## src/core/owd_pkg.sv

```systemverilog
// owd_pkg: constants shared by the watchdog modules
package owd_pkg;
  // ***********************************************************
  // register map and field layout
  // ***********************************************************
  localparam logic [7:0] OWD_CTRL_ADDR = 8'h00_e1;
  localparam logic [7:0] OWD_CTRL_RESET = 8'h00_00;
  localparam int OWD_FLAG_BIT = 7;
  localparam int OWD_ENABLE_BIT = 5;
  localparam int OWD_CLEAR_BIT = 4;
  localparam int OWD_IDLE_BIT = 3;
  localparam int OWD_PS_LSB = 0;
  localparam int OWD_PS_W = 3;
  // ***********************************************************
  // timing
  // ***********************************************************
  localparam int OWD_CNT_W = 15;
  localparam logic [14:0] OWD_CNT_MAX = 15'h7fff;
  localparam int OWD_BASE_DIV = 12;
  localparam logic [3:0] OWD_BASE_LAST = 4'(OWD_BASE_DIV - 1);
  localparam int OWD_PRE_W = 8;
endpackage : owd_pkg

```

## src/core/owd_tick_if.sv

```systemverilog
// owd_tick_if: tick and restart signals between the counter core and prescaler
`timescale 1ns/1ps
interface owd_tick_if;
  logic run;
  logic restart;
  logic [2:0] ps_code;
  logic tick;
  modport core
  (
    output run,
    output restart,
    output ps_code,
    input tick
  );
  modport pre
  (
    input run,
    input restart,
    input ps_code,
    output tick
  );
endinterface : owd_tick_if

```

## src/core/owd_prescaler.sv

```systemverilog
// owd_prescaler: divide-by-12 base and selectable power-of-two prescale
`timescale 1ns/1ps
module owd_prescaler
  import owd_pkg::*;
(
  input wire logic core_clk,
  input wire logic resetn,
  owd_tick_if.pre tif
);
  // ***********************************************************
  // divider stages
  // ***********************************************************
  logic [3:0] base_reg;
  logic [3:0] base_next;
  logic [OWD_PRE_W-1:0] pre_reg;
  logic [OWD_PRE_W-1:0] pre_next;
  logic [OWD_PRE_W-1:0] pre_last;
  logic tick_reg;
  logic tick_next;

  // the shift amount is widened so that code 7 does not wrap to a divide by one
  assign pre_last = OWD_PRE_W'((9'h001 << ({1'b0, tif.ps_code} + 4'h1)) - 9'h001); // [RULE_06]
  assign tif.tick = tick_reg;

  always_comb
  begin
    base_next = base_reg;
    pre_next = pre_reg;
    tick_next = 1'b0;
    if (tif.restart)
    begin
      base_next = 4'h0; // [RULE_18]
      pre_next = '0;
    end
    else if (tif.run)
    begin
      if (base_reg == OWD_BASE_LAST) // [RULE_09]
      begin
        base_next = 4'h0;
        if (pre_reg >= pre_last) // [RULE_10]
        begin
          pre_next = '0;
          tick_next = 1'b1;
        end
        else
        begin
          pre_next = pre_reg + 1'b1;
        end
      end
      else
      begin
        base_next = base_reg + 4'h1;
      end
    end
  end

  always_ff @(posedge core_clk)
  begin
    if (!resetn)
    begin
      base_reg <= 4'h0;
      pre_reg <= '0;
      tick_reg <= 1'b0;
    end
    else
    begin
      base_reg <= base_next;
      pre_reg <= pre_next;
      tick_reg <= tick_next;
    end
  end
endmodule : owd_prescaler

```

## src/core/owd_top.sv

```systemverilog
// owd_top: one-time-enabled watchdog with control register and overflow reset
// Summary of operation
// RULE_01: overflow sets sticky flag bit 7; a software write or a power-on reset clears it.
// RULE_02: enable bit 5 starts watchdog; zero writes ignored; only power-on clears.
// RULE_03: writing one to clear bit 4 resets the 15-bit counter to zero.
// RULE_04: clear bit is a pulse; each later write of one clears again.
// RULE_05: in idle, count only when idle-run bit 3 is one.
// RULE_06: prescale code n divides by two to the power n plus one.
// RULE_07: after power-on the watchdog is disabled unless option enable presets it.
// RULE_08: counter reaching 7FFF overflows and resets the whole device.
// RULE_09: the base stage advances once every 12 system clocks while enabled.
// RULE_10: period is 2^15 times prescale times 12 clocks.
// RULE_11: control register survives all resets except power-on, which gives 0x00.
// RULE_12: software must clear the counter within each overflow period.
// RULE_13: in power-down the counter holds and needs no service.
// RULE_14: software should clear before power-down and after interrupt wake-up.
// RULE_15: option enable at power-up sets enable and loads idle and prescale options.
// RULE_16: software treats the register as write-only and keeps a shadow.
// RULE_17: with idle-run set, software uses a timer wake-up to service.
// RULE_18: a clear also restarts the divide-by-12 and prescale stages.
`timescale 1ns/1ps
module owd_top
  import owd_pkg::*;
(
  input wire logic core_clk,
  input wire logic resetn,
  input wire logic por_n,
  input wire logic reg_wr,
  input wire logic reg_rd,
  input wire logic [7:0] reg_addr,
  input wire logic [7:0] reg_wdata,
  output logic [7:0] reg_rdata,
  input wire logic idle_mode,
  input wire logic power_down,
  input wire logic option_enable,
  input wire logic option_idle_run,
  input wire logic [2:0] option_prescale,
  output logic watchdog_reset,
  output logic [14:0] count_value
);
  // ***********************************************************
  // control register state
  // ***********************************************************
  logic overflow_reset_flag_reg;
  logic overflow_reset_flag_next;
  logic watchdog_enable_reg;
  logic watchdog_enable_next;
  logic idle_run_reg;
  logic idle_run_next;
  logic [2:0] prescale_select_reg;
  logic [2:0] prescale_select_next;
  logic por_load_reg;
  logic por_load_next;
  logic [7:0] rdata_reg;
  logic [7:0] rdata_next;
  logic wr_ctrl;
  logic counter_clear;
  logic overflow;
  logic rd_ctrl;
  logic [7:0] ctrl_view;

  // ***********************************************************
  // register decode
  // ***********************************************************
  assign wr_ctrl = reg_wr && (reg_addr == OWD_CTRL_ADDR);
  assign rd_ctrl = reg_rd && (reg_addr == OWD_CTRL_ADDR);
  assign counter_clear = wr_ctrl && reg_wdata[OWD_CLEAR_BIT]; // [RULE_03] [RULE_04]

  // por_n is the power-on reset: it alone returns the control register to zero.
  // resetn (hardware, software, watchdog resets) leaves the register alone.
  always_comb
  begin
    overflow_reset_flag_next = overflow_reset_flag_reg;
    watchdog_enable_next = watchdog_enable_reg;
    idle_run_next = idle_run_reg;
    prescale_select_next = prescale_select_reg;
    por_load_next = 1'b0;
    if (por_load_reg)
    begin
      if (option_enable) // [RULE_07] [RULE_15]
      begin
        watchdog_enable_next = 1'b1;
        idle_run_next = option_idle_run;
        prescale_select_next = option_prescale;
      end
    end
    // a write in the option-load cycle is dropped so the options land intact
    else if (wr_ctrl)
    begin
      overflow_reset_flag_next = reg_wdata[OWD_FLAG_BIT];
      watchdog_enable_next = watchdog_enable_reg | reg_wdata[OWD_ENABLE_BIT]; // [RULE_02]
      idle_run_next = reg_wdata[OWD_IDLE_BIT];
      prescale_select_next = reg_wdata[OWD_PS_LSB +: OWD_PS_W];
    end
    // set wins over a software clear in the same cycle
    if (overflow)
    begin
      overflow_reset_flag_next = 1'b1; // [RULE_01]
    end
  end

  always_ff @(posedge core_clk)
  begin
    if (!por_n)
    begin
      overflow_reset_flag_reg <= OWD_CTRL_RESET[OWD_FLAG_BIT]; // [RULE_11]
      watchdog_enable_reg <= OWD_CTRL_RESET[OWD_ENABLE_BIT];
      idle_run_reg <= OWD_CTRL_RESET[OWD_IDLE_BIT];
      prescale_select_reg <= OWD_CTRL_RESET[OWD_PS_LSB +: OWD_PS_W];
      por_load_reg <= 1'b1;
    end
    else
    begin
      overflow_reset_flag_reg <= overflow_reset_flag_next;
      watchdog_enable_reg <= watchdog_enable_next;
      idle_run_reg <= idle_run_next;
      prescale_select_reg <= prescale_select_next;
      por_load_reg <= por_load_next;
    end
  end

  // ***********************************************************
  // counter and overflow
  // ***********************************************************
  owd_tick_if tif ();
  logic [14:0] cnt_reg;
  logic [14:0] cnt_next;
  logic wdrst_reg;
  logic wdrst_next;
  logic cnt_step;

  // oscillator is off in power-down, so nothing advances there
  assign tif.run = watchdog_enable_reg && !power_down && (!idle_mode || idle_run_reg); // [RULE_05] [RULE_13]
  // held clear while disabled so that enabling starts a full period
  assign tif.restart = counter_clear || overflow || !watchdog_enable_reg; // [RULE_18]
  assign tif.ps_code = prescale_select_reg;
  // a full count waits out power-down and overflows after the wake-up
  assign overflow = watchdog_enable_reg && !power_down && (cnt_reg == OWD_CNT_MAX); // [RULE_08] [RULE_13]
  assign cnt_step = tif.tick && tif.run;

  // ***********************************************************
  // prescaler
  // ***********************************************************
  owd_prescaler u_pre
  (
    .core_clk(core_clk),
    .resetn(resetn),
    .tif(tif)
  );

  // ***********************************************************
  // count and reset pulse
  // ***********************************************************
  // clear and overflow win over a tick landing in the same cycle
  always_comb
  begin
    cnt_next = cnt_reg;
    wdrst_next = overflow;
    if (counter_clear || overflow)
    begin
      cnt_next = 15'h0000; // [RULE_03]
    end
    else if (cnt_step)
    begin
      cnt_next = cnt_reg + 15'h0001; // [RULE_10]
    end
  end

  always_ff @(posedge core_clk)
  begin
    if (!resetn)
    begin
      cnt_reg <= 15'h0000;
      wdrst_reg <= 1'b0;
    end
    else
    begin
      cnt_reg <= cnt_next;
      wdrst_reg <= wdrst_next; // [RULE_08]
    end
  end

  // ***********************************************************
  // read port
  // ***********************************************************
  // clear bit reads zero since it is only a strobe; bit 6 reserved
  always_comb
  begin
    ctrl_view = OWD_CTRL_RESET;
    ctrl_view[OWD_FLAG_BIT] = overflow_reset_flag_reg;
    ctrl_view[OWD_ENABLE_BIT] = watchdog_enable_reg;
    ctrl_view[OWD_IDLE_BIT] = idle_run_reg;
    ctrl_view[OWD_PS_LSB +: OWD_PS_W] = prescale_select_reg;
  end

  always_comb
  begin
    rdata_next = 8'h00;
    if (rd_ctrl)
    begin
      rdata_next = ctrl_view;
    end
  end

  always_ff @(posedge core_clk)
  begin
    if (!resetn)
    begin
      rdata_reg <= 8'h00;
    end
    else
    begin
      rdata_reg <= rdata_next;
    end
  end

  // ***********************************************************
  // outputs
  // ***********************************************************
  // watchdog_reset is meant to drive the chip reset that arrives here as resetn
  assign reg_rdata = rdata_reg;
  assign watchdog_reset = wdrst_reg;
  assign count_value = cnt_reg;
endmodule : owd_top

```

## config.mk

```make
export PLATFORM = sky130hd
export DESIGN_NAME = owd_top
export DESIGN_NICKNAME = d
export VERILOG_FILES = /design/src/core/owd_pkg.sv /design/src/core/owd_tick_if.sv /design/src/core/owd_prescaler.sv /design/src/core/owd_top.sv
export SDC_FILE = /design/constraint.sdc
export NUM_CORES = 1
export LEC_CHECK = 0
export BUFFER_PORTS_ARGS = -buffer_cell sky130_fd_sc_hd__buf_2
export CAP_MARGIN = 20
export CORE_ASPECT_RATIO = 1.1
export CORE_MARGIN = 5
export CORE_UTILIZATION = 45
export CTS_BUF_LIST = sky130_fd_sc_hd__clkbuf_16
export DETAILED_ROUTE_END_ITERATION = 6
export HOLD_SLACK_MARGIN = 0.1
export PLACE_DENSITY_LB_ADDON = 0.15
export SYNTH_ARGS = -nofsm -noshare
export SYNTH_HDL_FRONTEND = slang
export SYNTH_SLANG_ARGS = --single-unit
```

## constraint.sdc

```tcl
create_clock -name core_clk -period 3.4 [get_ports core_clk]
set_clock_uncertainty 0.1 [all_clocks]
set_input_delay 0 -clock core_clk [delete_from_list [all_inputs] [get_ports core_clk]]
set_output_delay 0 -clock core_clk [all_outputs]
set_load 0.01 [all_outputs]
```

==> flow_summary.json <==
{
  "status": "finished, final reports clean",
  "max-clock-path-buffers": 2,
  "fin_tns_setup_ns": 0,
  "die_h_um": 81.3,
  "async_reset_ff_frac": 0,
  "clockPowerShare": 0.424,
  "synthFlopType": "dfxtp_1",
  "dieArea_um2": 6080,
  "synth.avg_cell_area_um2": 9.08,
  "grt_pass1_vias": 1797,
  "syn_inst": 229,
  "place_ws_ns": 1.26,
  "powerDensity_nw_per_um2": 380,
  "finalHoldViolCount": 0,
  "antenna_found_initial": 0,
  "portBuffers": 48,
  "seq_area_um2": 841,
  "clock.fmax_mhz": 377,
  "ys_warn_count": 0,
  "multi_input_area_um2": 1160,
  "cts_buffers": 5,
  "syn-cell-area_um2": 2080,
  "p_comb_frac": 0.081,
  "h-tree-depth": 2,
  "hpwl_um": 3310,
  "largest_register_ffs": 15,
  "path_class": "in2reg",
  "wire_per_inst_um": 12.9,
  "vdd_drop_max_mv": 0.197,
  "grt.overflow.total": 0,
  "cp_common_cell": "dlygate4sd3_1",
  "swShare": 0.212,
  "cp_cell_sequence": "dlygate4sd3_1, buf_2, or4b_4, nor4_4, a221oi_1, dlygate4sd3_1, nor2_1, dlygate4sd3_1",
  "switching_power_mw": 0.217,
  "diodes": 0,
  "vias": 1841,
  "viasPerCell": 5.22,
  "holdWs_ns": 0.132,
  "tritoncts": "done",
  "rows": 26,
  "fin_crit_ns": 2.65,
  "final_layout_size_suffix_gt1_frac": 0.219,
  "synth_cell_types": 39,
  "min_period_over_period": 0.781,
  "drt_iter0_drc": 76,
  "slowest_delay_ns": 0.60,
  "synth_seq_area_share": 0.405,
  "slowest_stage": "dlygate4sd3_1",
  "post-cts-setup-buffers": 0,
  "die_x_um": 74.8,
  "fin_nets": 337,
  "cp.arrival_ns": 2.77,
  "total_power_mw": 1.02,
  "cts-root-buf": "clkbuf_16",
  "maxCapViolCount": 0,
  "synthToLayoutAreaGrowth_pct": 29.5,
  "final_common_cell": "buf_2",
  "start_util": 0.456,
  "critPathLaunchType": "input pin",
  "nFillCells": 432,
  "relSlewSlack": 0.630,
  "final_core_util": 0.591,
  "tightest_slew_ns": 0.555,
  "drt-pass1-iter-count": 4,
  "final_antenna_net_count": 0,
  "final_cells": 353,
  "clkLatencyLatePin_ns": 0.28,
  "grt_pass1_wl_um": 7800,
  "p_int_mw": 0.805,
  "setup_ws_ns": 0.745,
  "design_area_um2": 2690,
  "hp-class": "in2reg",
  "grt_max_degree": 17,
  "critPathMaxFanout": 5,
  "gp_congestion": 0.777,
  "placed_cell_area_um2": 2340,
  "synth_edf_count": 0,
  "rsz0062_at_grt": "no",
  "setup_violations": 0,
  "grtUsageTotal": 0.165,
  "dp_cells": 325,
  "cts.sinks": 42,
  "coreArea_um2": 4550,
  "drv_slew": 0,
  "drt-total-wl_um": 4570,
  "drc_errors": 0,
  "clkSlewWorstSetupHoldPaths_ns": 0.05,
  "power_frac_seq": 0.495,
  "num_io_pins": 52,
  "leakage_nw": 1.10,
  "required_ns": 3.52,
  "synth_seq_cells": 42,
  "final_cell_mix": "buf_2 (48), dfxtp_1 (42), nor2_1 (23), dlygate4sd3_1 (22), nand2_1 (19)",
  "end_kind": "flop"
}
logic make-up after synthesis:
kind of cell             after synthesis  synth area share
buffers and inverters                 17            0.0385
AND/OR/NAND/NOR                      105             0.274
adder cells (fa/ha/maj)               11            0.0662
AO/OA/AOI/OAI                         28             0.108
XOR/XNOR                              18            0.0759
flip-flops                            42             0.405
multiplexers                           6            0.0289
other                                  2           0.00361
final cells by class:
cell class	instances	area share
multi-input combinational	171	0.431
sequential	42	0.312
timing repair buffer	70	0.171
clock buffer	5	0.0465
tap	56	0.0260
inverter	8	0.0112
clock inverter	1	0.00139
routing by layer:
layer,GRT usage,vias to the layer above,share of wire,routed length (µm)
met5,0,-,0,0
met4,0.0391,0,0.0037,17
met3,0.0421,2,0.046,210
met2,0.301,34,0.52,2390
met1,0.190,856,0.43,1950
li1,-,949,-,-
what timing repair did:
item,4_1_cts,5_1_grt
hold endpoints to repair,10,0
gates resized for setup,0,0
hold buffers,22,0
critical path: cells and delay by family:
kind            cells  cell delay (ns)
buf+inv             4             1.80
compound gates      1             0.13
simple gates        3             0.85
final timing paths:
kind                           startpoint                       to  slack [ns]  cells after the start
setup / recovery              reg_addr[2]      watchdog_enable_reg        0.75                      8
hold / removal                     reg_wr  overflow_reset_flag_reg        0.13                      5
setup reg to reg             por_load_reg      watchdog_enable_reg        1.03                      5
hold reg to reg   overflow_reset_flag_reg             reg_rdata[7]        0.36                      1
cells in the mapped netlist, types with 3 or more instances:
| master | n | area (µm²) |
|---|---|---|
| clkbuf_1 | 5 | 18.8 |
| nor3_1 | 17 | 85.1 |
| nand4_1 | 13 | 81.3 |
| and4_1 | 3 | 26.3 |
| xor2_1 | 9 | 78.8 |
| a21oi_1 | 10 | 50.1 |
| nand2_1 | 19 | 71.3 |
| xnor2_1 | 9 | 78.8 |
| and2_1 | 4 | 25.0 |
| nor2_1 | 23 | 86.3 |
| nand3_1 | 6 | 30.0 |
| inv_1 | 8 | 30.0 |
| dfxtp_1 | 42 | 841 |
| a211oi_2 | 4 | 50.1 |
| or3_1 | 5 | 31.3 |
| ha_1 | 11 | 138 |
| o21ai_0 | 7 | 35.0 |
| mux2i_1 | 6 | 60.1 |
| nor2b_1 | 3 | 18.8 |
power by group through the flow:
| stage | clock network (mW) | logic (mW) | registers [mW] |
|---|---|---|---|
| floorplan | 0 | 0.0461 | 0.511 |
| global placement | 0 | 0.0618 | 0.516 |
| detailed placement | 0 | 0.0628 | 0.516 |
| CTS | 0.448 | 0.0828 | 0.505 |
| global route | 0.468 | 0.0926 | 0.506 |
| finish | 0.433 | 0.0829 | 0.505 |
Note: power is estimated with default switching activity, not from simulation.
